### config.mk
export PLATFORM = sky130hd
export DESIGN_NAME = nco_accumulator_increment_regs
export DESIGN_NICKNAME = d
export VERILOG_FILES = /design/src/hdl/nco_regs_pkg.sv /design/src/hdl/nco_step_if.sv /design/src/hdl/nco_step_shadow.sv /design/src/hdl/nco_pulse_out.sv /design/src/hdl/nco_accumulator_increment_regs.sv
export SDC_FILE = /design/constraint.sdc
export NUM_CORES = 1
export LEC_CHECK = 0
export ABC_AREA = 1
export BUFFER_PORTS_ARGS = -buffer_cell sky130_fd_sc_hd__buf_2
export CORE_MARGIN = 1.5
export CORE_UTILIZATION = 40
export DETAILED_ROUTE_END_ITERATION = 12
export MAX_ROUTING_LAYER = met4
export PLACE_DENSITY = 0.56
export SETUP_SLACK_MARGIN = 0.02
export SLEW_MARGIN = 20
export SYNTH_ARGS = -nofsm -noshare
export SYNTH_HDL_FRONTEND = slang
export SYNTH_SLANG_ARGS = --single-unit
### constraint.sdc
create_clock -name sys_clk -period 2.35 [get_ports sys_clk]
set_clock_uncertainty 0.15 [all_clocks]
set_input_delay 0.235 -clock sys_clk [delete_from_list [all_inputs] [get_ports sys_clk]]
set_output_delay 0.235 -clock sys_clk [all_outputs]
set_load 0.01 [all_outputs]
### src/hdl/nco_regs_pkg.sv
// Package for the oscillator accumulator and increment register bank
// Assumes an 8-bit register port and a single 250 MHz system clock
package nco_regs_pkg;
   // ==========================================================
   // Widths
   localparam int PHASE_W = 20;
   localparam int ADDR_W = 4;
   localparam int DATA_W = 8;
   localparam int UPPER_W = 4;
   // ==========================================================
   // Register offsets
   localparam logic [3:0] OFS_ACC_LOW = 4'h0;
   localparam logic [3:0] OFS_ACC_HIGH = 4'h1;
   localparam logic [3:0] OFS_ACC_UPPER = 4'h2;
   localparam logic [3:0] OFS_STEP_LOW = 4'h3;
   localparam logic [3:0] OFS_STEP_HIGH = 4'h4;
   localparam logic [3:0] OFS_STEP_UPPER = 4'h5;
   localparam logic [3:0] OFS_CONTROL = 4'h6;
   localparam logic [3:0] OFS_STATUS = 4'h7;
   // ==========================================================
   // Field positions and reset values
   localparam int CTL_ENABLE_BIT = 7;
   localparam int CTL_PFM_BIT = 0;
   localparam int CTL_PWS_LSB = 4;
   localparam int STS_OUT_BIT = 0;
   localparam int STS_PEND_BIT = 1;
   localparam logic [7:0] RST_ACC_BYTE = 8'h00;
   localparam logic [7:0] RST_STEP_LOW = 8'h01;
   localparam logic [7:0] RST_STEP_HIGH = 8'h00;
   localparam logic [3:0] RST_STEP_UPPER = 4'h0;
   localparam logic [2:0] RST_PWS = 3'h0;
   localparam logic [7:0] READ_IDLE = 8'h00;
   // Pulse width counter width (up to 128 periods)
   localparam int PW_CNT_W = 8;
   localparam logic [7:0] PW_ONE = 8'h01;
   // Output modes
   typedef enum logic [1:0] {
      MODE_TOGGLE_type_dummy = 2'b01,
      MODE_PULSE = 2'b10
   } out_mode_type;
endpackage : nco_regs_pkg

### src/hdl/nco_step_if.sv
// Interface carrying the increment and its reload request inside the block
// Assumes both ends run on sys_clk
`timescale 1ns/10ps
interface nco_step_if;
   import nco_regs_pkg::*;
   logic [PHASE_W-1:0] step_value;   // Increment assembled from the three bytes
   logic reload_req;                 // Level: low byte written, reload pending
   logic reload_done;                // Pulse: shadow has taken the value
   logic [PHASE_W-1:0] shadow_value; // Increment the accumulator uses
   modport regs (output step_value, output reload_req, input reload_done,
      input shadow_value);
   modport shadow (input step_value, input reload_req, output reload_done,
      output shadow_value);
endinterface : nco_step_if

### src/hdl/nco_step_shadow.sv
// Increment shadow buffer, reloaded on a falling source clock edge
// Assumes the source clock is a synchronous input level
`timescale 1ns/10ps
module nco_step_shadow
   import nco_regs_pkg::*;
(
   input wire logic sys_clk,
   input wire logic rst,
   input wire logic src_fall,
   nco_step_if.shadow step
);
   // ==========================================================
   // Shadow register
   logic [PHASE_W-1:0] shadow_q;
   logic [PHASE_W-1:0] shadow_d;
   wire take_w = step.reload_req & src_fall; // First falling edge after write
   assign shadow_d = take_w ? step.step_value : shadow_q;
   assign step.shadow_value = shadow_q;
   assign step.reload_done = take_w;
   // Reset matches the reset value of the increment bytes
   always_ff @(posedge sys_clk) begin
      if (rst) begin
         shadow_q <= {RST_STEP_UPPER, RST_STEP_HIGH, RST_STEP_LOW};
      end else begin
         shadow_q <= shadow_d;
      end
   end
endmodule : nco_step_shadow

### src/hdl/nco_pulse_out.sv
// Output stage: toggle on overflow, or fixed-width pulse in pulse mode
// Assumes overflow and rise events are single-cycle pulses
`timescale 1ns/10ps
module nco_pulse_out
   import nco_regs_pkg::*;
(
   input wire logic sys_clk,
   input wire logic rst,
   input wire logic enable,
   input wire logic pfm_mode,
   input wire logic [2:0] pws,
   input wire logic src_rise,
   input wire logic overflow,
   output logic out_level
);
   logic out_q;
   logic out_d;
   logic [PW_CNT_W-1:0] cnt_q;
   logic [PW_CNT_W-1:0] cnt_d;
   // Width of 2^pws source periods; only used in pulse mode
   wire [PW_CNT_W-1:0] width_w = PW_ONE << pws;
   // Next state of output and width counter
   always_comb begin
      out_d = out_q;
      cnt_d = cnt_q;
      if (!enable) begin
         out_d = 1'b0;
         cnt_d = '0;
      end else if (overflow) begin
         if (pfm_mode) begin
            out_d = 1'b1;                  // Pulse starts
            cnt_d = width_w;
         end else begin
            out_d = ~out_q;                // Toggle mode ignores width
         end
      end else if (pfm_mode && out_q && src_rise) begin
         // Width longer than overflow period is undefined
         cnt_d = cnt_q - PW_ONE;
         if (cnt_q == PW_ONE) begin
            out_d = 1'b0;
         end
      end
   end
   // Output registers
   always_ff @(posedge sys_clk) begin
      if (rst) begin
         out_q <= 1'b0;
         cnt_q <= '0;
      end else begin
         out_q <= out_d;
         cnt_q <= cnt_d;
      end
   end
   assign out_level = out_q;
endmodule : nco_pulse_out

### src/hdl/nco_accumulator_increment_regs.sv
// Phase accumulator and phase increment register bank of the oscillator
// Assumes an 8-bit register port and a source clock sampled on sys_clk
//
// Behaviour
// - Accumulator is 20 bits over three bytes
// - Upper bytes bits 7..4 read zero
// - Accumulator runs freely; no atomic snapshot
// - Increment is three bytes forming 20 bits
// - Shadow reloads on falling edge after low write
// - Resets clear bytes; increment low resets one
// - Pulse width applies only in pulse mode
//
// Design decisions made here: the address-and-strobe port and the placing of the registers.
`timescale 1ns/10ps
module nco_accumulator_increment_regs
   import nco_regs_pkg::*;
(
   input wire logic sys_clk,
   input wire logic rst,
   input wire logic [ADDR_W-1:0] reg_addr,
   input wire logic [DATA_W-1:0] reg_wdata,
   input wire logic reg_write,
   input wire logic reg_read,
   output logic [DATA_W-1:0] reg_rdata,
   input wire logic oscillator_source_clock,
   output logic overflow_pulse,
   output logic oscillator_out
);
   // ==========================================================
   // Address decode
   wire wr_acc_low = reg_write && (reg_addr == OFS_ACC_LOW);
   wire wr_acc_high = reg_write && (reg_addr == OFS_ACC_HIGH);
   wire wr_acc_upper = reg_write && (reg_addr == OFS_ACC_UPPER);
   wire wr_step_low = reg_write && (reg_addr == OFS_STEP_LOW);
   wire wr_step_high = reg_write && (reg_addr == OFS_STEP_HIGH);
   wire wr_step_upper = reg_write && (reg_addr == OFS_STEP_UPPER);
   wire wr_control = reg_write && (reg_addr == OFS_CONTROL);

   // ==========================================================
   // Control register
   logic oscillator_module_enable_q;    // Module runs when high
   logic pulse_frequency_mode_select_q; // Pulse mode when high
   logic [2:0] output_pulse_width_select_q;
   always_ff @(posedge sys_clk) begin
      if (rst) begin
         oscillator_module_enable_q <= 1'b0;
         pulse_frequency_mode_select_q <= 1'b0;
         output_pulse_width_select_q <= RST_PWS;
      end else if (wr_control) begin
         oscillator_module_enable_q <= reg_wdata[CTL_ENABLE_BIT];
         pulse_frequency_mode_select_q <= reg_wdata[CTL_PFM_BIT];
         output_pulse_width_select_q <= reg_wdata[CTL_PWS_LSB +: 3];
      end
   end

   // ==========================================================
   // Source clock edge detection
   logic src_q;     // Previous sample of the source clock
   always_ff @(posedge sys_clk) begin
      if (rst) begin
         src_q <= 1'b0;
      end else begin
         src_q <= oscillator_source_clock;
      end
   end
   wire src_rise = oscillator_source_clock & ~src_q;
   wire src_fall = ~oscillator_source_clock & src_q;

   // ==========================================================
   // Increment byte registers
   logic [7:0] step_low_q;
   logic [7:0] step_high_q;
   logic [UPPER_W-1:0] step_upper_q;   // Only bits 3..0 exist
   always_ff @(posedge sys_clk) begin
      if (rst) begin
         step_low_q <= RST_STEP_LOW;     // Low byte resets to one
         step_high_q <= RST_STEP_HIGH;
         step_upper_q <= RST_STEP_UPPER;
      end else begin
         if (wr_step_low) begin
            step_low_q <= reg_wdata;
         end
         if (wr_step_high) begin
            step_high_q <= reg_wdata;
         end
         if (wr_step_upper) begin
            step_upper_q <= reg_wdata[UPPER_W-1:0];
         end
      end
   end

   // Reload pending flag: a new low write wins over the completion
   nco_step_if step ();
   logic pend_q;
   logic pend_d;
   assign pend_d = wr_step_low ? 1'b1 : (step.reload_done ? 1'b0 : pend_q);
   always_ff @(posedge sys_clk) begin
      if (rst) begin
         pend_q <= 1'b0;
      end else begin
         pend_q <= pend_d;
      end
   end
   // Full value assembled; software orders upper and high first
   assign step.step_value = {step_upper_q, step_high_q, step_low_q};
   assign step.reload_req = pend_q;

   nco_step_shadow u_shadow (
      .sys_clk(sys_clk),
      .rst(rst),
      .src_fall(src_fall),
      .step(step)
   );

   // ==========================================================
   // Phase accumulator
   logic [PHASE_W-1:0] acc_q;
   logic [PHASE_W-1:0] acc_d;
   logic ovf_q;
   logic ovf_d;
   wire [PHASE_W:0] acc_sum = {1'b0, acc_q} + {1'b0, step.shadow_value};
   wire acc_step = oscillator_module_enable_q & src_rise;
   // Next accumulator value: byte writes only defined while stopped
   always_comb begin
      acc_d = acc_q;
      ovf_d = 1'b0;
      if (acc_step) begin
         acc_d = acc_sum[PHASE_W-1:0];
         ovf_d = acc_sum[PHASE_W];          // Carry out of bit 19
      end
      // Writes while running give undefined results
      if (wr_acc_low) begin
         acc_d[7:0] = reg_wdata;
      end
      if (wr_acc_high) begin
         acc_d[15:8] = reg_wdata;
      end
      if (wr_acc_upper) begin
         acc_d[PHASE_W-1:16] = reg_wdata[UPPER_W-1:0];
      end
   end
   // Accumulator updates freely, no snapshot for byte reads
   always_ff @(posedge sys_clk) begin
      if (rst) begin
         acc_q <= '0;
         ovf_q <= 1'b0;
      end else begin
         acc_q <= acc_d;
         ovf_q <= ovf_d;
      end
   end
   assign overflow_pulse = ovf_q;

   // ==========================================================
   // Output stage
   nco_pulse_out u_out (
      .sys_clk(sys_clk),
      .rst(rst),
      .enable(oscillator_module_enable_q),
      .pfm_mode(pulse_frequency_mode_select_q),
      .pws(output_pulse_width_select_q),
      .src_rise(src_rise),
      .overflow(ovf_q),
      .out_level(oscillator_out)
   );

   // ==========================================================
   // Read mux; upper bytes pad with zero
   logic [DATA_W-1:0] rd_mux;
   always_comb begin
      case (reg_addr)
         OFS_ACC_LOW: rd_mux = acc_q[7:0];
         OFS_ACC_HIGH: rd_mux = acc_q[15:8];
         OFS_ACC_UPPER: rd_mux = {4'h0, acc_q[PHASE_W-1:16]};
         OFS_STEP_LOW: rd_mux = step_low_q;
         OFS_STEP_HIGH: rd_mux = step_high_q;
         OFS_STEP_UPPER: rd_mux = {4'h0, step_upper_q};
         // Enable in bit 7, width select in bits 6..4, pulse mode in bit 0
         OFS_CONTROL: rd_mux = {oscillator_module_enable_q, output_pulse_width_select_q,
            3'h0, pulse_frequency_mode_select_q};
         OFS_STATUS: rd_mux = {6'h00, pend_q, oscillator_out};
         default: rd_mux = READ_IDLE;
      endcase
   end
   // Read data stands one cycle after the strobe only
   always_ff @(posedge sys_clk) begin
      if (rst) begin
         reg_rdata <= READ_IDLE;
      end else begin
         reg_rdata <= reg_read ? rd_mux : READ_IDLE;
      end
   end
endmodule : nco_accumulator_increment_regs

Yosys cells after proc, flatten, opt, wreduce, memory -nomap -nowiden
Cells that the tools add are included.
{"block": "totals", "memories": 0, "latch_bits": 0, "ff_bits": 85, "romBits": 0, "mem_bits_rw": 0, "input_bits": 17}
{"block": "op_classes", "mux": 14, "div": 0, "n_eq_ne": 9, "order_cmp": 0, "n_shift": 1, "n_addsub": 2, "bitwise": 10, "n_reduce_logical": 21, "multipliers": 0}
{"cell": "$pmux 8 s8", "n": 1}
{"cell": "$mux 8", "n": 5}
{"cell": "$add 20x20->21", "n": 1}
{"cell": "$mux 20", "n": 1}
{"cell": "$eq 4x3->1 const B", "n": 4}
{"cell": "$reduce_bool 2->1", "n": 6}
{"cell": "$logic_and 1x1->1", "n": 9}
{"cell": "$eq 4x2->1 const B", "n": 2}
{"cell": "$eq 8x1->1 const B", "n": 1}
{"cell": "$shl 1x3->8 const A", "n": 1}
{"cell": "$sub 8x1->8 const B", "n": 1}
{"cell": "$mux 1", "n": 6}
{"cell": "$not 1->1", "n": 6}
{"cell": "$reduce_or 2->1", "n": 3}
{"cell": "$and 1x1->1", "n": 4}
{"cell": "$eq 4x1->1 const B", "n": 1}
{"cell": "$logic_not 4->1", "n": 1}
{"cell": "$mux 4", "n": 1}
{"cell": "$reduce_and 2->1", "n": 2}
{"cell": "$ne 2x2->1 const B", "n": 1}

Longest topological paths before layout
{"block": "depth", "ltp_word": 5, "mapped_depth": 12}

Modules after synthesis
From an unflattened synthesis, not the netlist that was laid out.
{"block": "hier_totals", "cells_unflattened": 781, "hier_area_um2": 5156.2}
{"module": "nco_accumulator_increment_regs", "n_inst": 1, "cells_per_inst": 554, "area_per_inst_um2": 3657.3}
{"module": "nco_step_shadow", "n_inst": 1, "cells_per_inst": 127, "area_per_inst_um2": 827.0}
{"module": "nco_pulse_out", "n_inst": 1, "cells_per_inst": 100, "area_per_inst_um2": 671.9}

Worst setup path after synthesis
Ideal clock, no wire load.
{"block": "synth_timing", "path_kind": "register to register", "start": "reg u_shadow.shadow_q[0], in the netlist u_shadow.step.shadow_value[0]", "end": "reg acc_q[14]", "setup_ns": 0.132, "t_arrival_ns": 1.587, "path_stages_with_launch": 11, "required_ns": 2.068, "period_less_slack_ns": 1.870, "setup_slack_ns": 0.480, "cell_sequence": "dfxtp_1 > ha_1 > fa_1 > nand3_1 > nand3_1 > nand2_1 > nand2_1 > nand3b_1 > nand3b_1 > nand3_1 > a21oi_1"}
{"block": "synth_via", "elab_chain_len": 3}
{"item": "from (decl)", "line_no": "nco_step_shadow.sv:14", "text": "logic [PHASE_W-1:0] shadow_q;"}
{"item": "from (signal assigned)", "line_no": "nco_step_shadow.sv:23", "text": "shadow_q <= {RST_STEP_UPPER, RST_STEP_HIGH, RST_STEP_LOW};"}
{"item": "from (signal assigned)", "line_no": "nco_step_shadow.sv:25", "text": "shadow_q <= shadow_d;"}
{"item": "$add 20x20->21", "line_no": "nco_accumulator_increment_regs.sv:121", "text": "wire [PHASE_W:0] acc_sum = {1'b0, acc_q} + {1'b0, step.shadow_value};"}
{"item": "$mux 20", "line_no": "nco_accumulator_increment_regs.sv:127", "text": "if (acc_step) begin"}
{"item": "$mux 8", "line_no": "nco_accumulator_increment_regs.sv:135", "text": "if (wr_acc_high) begin"}
{"item": "to (signal assigned)", "line_no": "nco_accumulator_increment_regs.sv:145", "text": "acc_q <= '0;"}
{"item": "to (signal assigned)", "line_no": "nco_accumulator_increment_regs.sv:148", "text": "acc_q <= acc_d;"}
{"item": "to (decl)", "line_no": "nco_accumulator_increment_regs.sv:117", "text": "logic [PHASE_W-1:0] acc_q;"}
No other way between the ends. The select of a mux whose other input is x is not followed.
A chain may end at the register's enable or synchronous reset.

Worst setup path after layout
{"block": "layout_timing", "start": "reg u_shadow.shadow_q[0], in the netlist u_shadow.step.shadow_value[0]", "end": "reg acc_q[16]"}
{"block": "layout_via", "elab_chain_len": 3}
{"item": "$add 20x20->21", "line_no": "nco_accumulator_increment_regs.sv:121"}
{"item": "$mux 20", "line_no": "nco_accumulator_increment_regs.sv:127"}
{"item": "$mux 4", "line_no": "nco_accumulator_increment_regs.sv:138", "text": "if (wr_acc_upper) begin"}
No other way between the ends. The select of a mux whose other input is x is not followed.

==> results.py <==
metrics = {
    "run_status": {
        "status": "finished, final reports clean",
    },
    "global_route": {
        "grt_pass1_vias": 4524,
        "grt_max_degree": 37,
        "grt_pass1_wl_um": 24600,
        "grt_util_all_layers_pct": 26.0,
        "antenna_found_initial": 0,
        "grt_overflow": 0,
    },
    "timing": {
        "period_share_pct": 89.2,
        "finalHoldViolations": 0,
        "setup_tns_ns": 0,
        "fmax_mhz": 477,
        "setup_viol_count_final": 0,
        "rsz0062_at_grt": "false",
        "period_needed_ns": 2.10,
        "slew-limit-headroom_pct": 62.5,
        "tightestPinTransition_ns": 0.562,
        "maxSlewViolCount": 0,
        "whs_ns": 0.0387,
    },
    "critical_path": {
        "cp_top_family": "simple AND/OR/NAND/NOR gates",
        "crit_path_start_kind": "flop",
        "endpoint_kind": "flop",
        "critical_path_class": "flop to flop",
        "cp_common_cell": "nand2_1",
        "r2r_cells": 11,
        "worstReg2RegStart": "u_shadow.step.shadow_value[0]",
        "r2r_setup_slack_ns": 0.25,
        "cp_slowest_stage_delay_ns": 0.44,
        "crit_buf_inv": 0,
        "worstPathArrival_ns": 2.23,
        "cp_cell_sequence": "ha_1 -> fa_1 -> nand3_1 -> nand3_1 -> nand2_1 -> nand2_1 -> nand2_1 -> nand2_1 -> nand2_1 -> nand3_1 -> a21oi_1",
        "cp-startpoint": "u_shadow.step.shadow_value[0]",
        "reg2reg_to": "acc_q[16]",
        "cp_slowest_cell": "fa_1",
        "required_ns": 2.48,
        "cp_max_fo": 4,
    },
    "die": {
        "die_y_um": 114,
        "initial_core_util_pct": 41.0,
        "die_w_um": 114,
        "rows": 40,
        "ios": 27,
        "die_area_sq_um": 13100,
        "core_sq_um": 12100,
    },
    "synth": {
        "syn_inst": 716,
        "ys_async_sr_fraction_pct": 0,
        "synth-seq-cells": 85,
        "synth_seq_area_share_pct": 34.4,
        "syn_avg_cell_area_sq_um": 6.91,
        "syn_nets": 756,
        "synthFlopType": "dfxtp_1",
        "synth_edf_count": 0,
        "syn_area_sq_um": 4950,
        "yosys_warnings": 0,
        "synth_cell_types": 40,
    },
    "clock_network": {
        "clkSinkCount": 85,
        "cts_root_buf": "clkbuf_16",
        "cts_setup_buffers": 0,
        "clk_pin_slew_ns": 0.06,
        "cts_tree": "yes",
        "clk_latency_ns": 0.36,
        "cts_buffers": 9,
        "htree_levels": 3,
        "cts_max_path_buffers": 2,
    },
    "placed_design": {
        "place_hpwl_um": 12500,
        "place_area_sq_um": 5240,
        "io_buffers": 26,
        "gp_congestion": 0.973,
    },
    "power_and_ir_drop": {
        "p_per_area_nw_per_um2": 567,
        "leakage_nw": 2.54,
        "vdd_drop_max_uv": 604,
    },
    "final_layout": {
        "multiInputGateArea_sq_um": 2690,
        "seq_area_sq_um": 1700,
        "diodes": 0,
        "syn_to_final_growth_pct": 12.3,
        "fillers": 1244,
        "layout.cells.most_common": "nand2_1",
        "fin_nets": 785,
        "drive_above_1_share_pct": 10.0,
        "final_area_sq_um": 5560,
        "layout_common_cells": "nand2_1 (128), inv_1 (119), a21oi_1 (85), dfxtp_1 (85), o21ai_0 (57)",
    },
    "route": {
        "drtIter0Drc": 410,
        "drtAntennaViolNets": 0,
        "drt_pre_antenna_iters": 5,
        "wl_per_cell_um": 17.3,
        "wirelength_um": 15900,
        "vias": 4839,
        "via_per_inst": 5.27,
        "drc": 0,
    },
    "hold_path": {
        "min_from": "reg_wdata[2]",
        "whs_path_depth": 3,
        "hold-path-endpoint": "step_upper_q[2]",
        "hold_path.class": "primary input to flop",
    },
    "job": {
        "cap_violations": 0,
    },
}
[timing repair]
item                      4_1_cts  5_1_grt
hold endpoints to repair        1        0
gates resized for setup         0        0
hold buffers                    1        0
[per-layer routing]
metal	vias to the layer above	routed length (um)	part of all wire [%]	global-route usage, %
met4	0	346	2.2	8.50
met2	145	7420	47	41.4
li1	2425	-	-	-
met5	-	0	0	-
met3	25	821	5.2	5.19
met1	2244	7310	46	33.2
[worst register-to-register path: cells and delay by family, from the launching register on]
family / cells / cell delay (ns)
AO/OA/AOI/OAI: 1 / 0.13
AND/OR/NAND/NOR: 8 / 0.75
flip-flops: 1 / 0.31
adder cells (fa/ha/maj): 2 / 0.69
[final cells by class]
type / instances / area share, %
Clock inverter: 3 / 0.788
Tap cell: 168 / 3.78
Sequential cell: 85 / 30.6
Clock buffer: 13 / 4.68
Inverter: 127 / 8.62
Multi-Input combinational cell: 491 / 48.4
Timing Repair Buffer: 31 / 3.06
[worst max path at each step]
stage | end | slack, ns | cells after the start
2_1_floorplan | acc_q[14] | 0.48 | 10
3_3_place_gp | acc_q[14] | 0.31 | 11
3_5_place_dp | acc_q[16] | 0.28 | 11
4_1_cts | acc_q[16] | 0.25 | 11
5_1_grt | acc_q[16] | 0.10 | 11
6_report | acc_q[16] | 0.25 | 11
[synthesized netlist by cell type (3+ instances only)]
library cell / n / area (sq um)
nand2_1: 128 / 480
inv_1: 119 / 447
a21oi_1: 85 / 425
dfxtp_1: 85 / 1700
o21ai_0: 57 / 285
nor2_1: 56 / 210
o22ai_1: 33 / 206
nand3_1: 30 / 150
ha_1: 22 / 275
nor3_1: 14 / 70.1
clkbuf_1: 8 / 30.0
nand3b_1: 7 / 52.6
xor2_1: 7 / 61.3
nand2_2: 6 / 37.5
inv_2: 5 / 18.8
a221oi_1: 4 / 35.0
a31oi_1: 4 / 25.0
nand2_4: 4 / 45.0
nor2_4: 4 / 45.0
nand3_2: 3 / 30.0
nand4_1: 3 / 18.8
o21ai_1: 3 / 15.0
[cell families (layout without fill, tap and decap cells)]
| kind of cell | Yosys count | after routing | share of synthesized area [%] |
|---|---|---|---|
| compound gates | 198 | 198 | 22.0 |
| fa+ha+maj | 23 | 23 | 5.97 |
| simple gates | 261 | 261 | 24.8 |
| buf+inv | 140 | 174 | 11.2 |
| flops | 85 | 85 | 34.4 |
| xor+xnor | 9 | 9 | 1.59 |
[state kept, by name (all words and copies together) (netlist names), 3 cells and up]
name and count:
acc_q 20, output_pulse_width_select_q 3, reg_rdata 8, step_high_q 8
step_low_q 8, step_upper_q 4, u_out.cnt_q 8, u_shadow.step.shadow_value 20
[where the power goes]
part           switching, W  internal (W)
combinational      0.000138     0.0000529
sequential       0.00000980       0.00146
clock              0.000612      0.000883
[metrics by stage]
step	utilization, %	instances	power, W	setup WS, ns
4_1_cts	46.1	918	0.00317	0.251
2_1_floorplan	-	716	0.00161	0.480
6_report	46.1	918	0.00315	0.253
3_3_place_gp	43.5	901	0.00168	0.307
3_5_place_dp	43.5	901	0.00169	0.278
5_1_grt	46.1	918	0.00325	0.103
No activity file was read; power rests on OpenSTA's default activity.
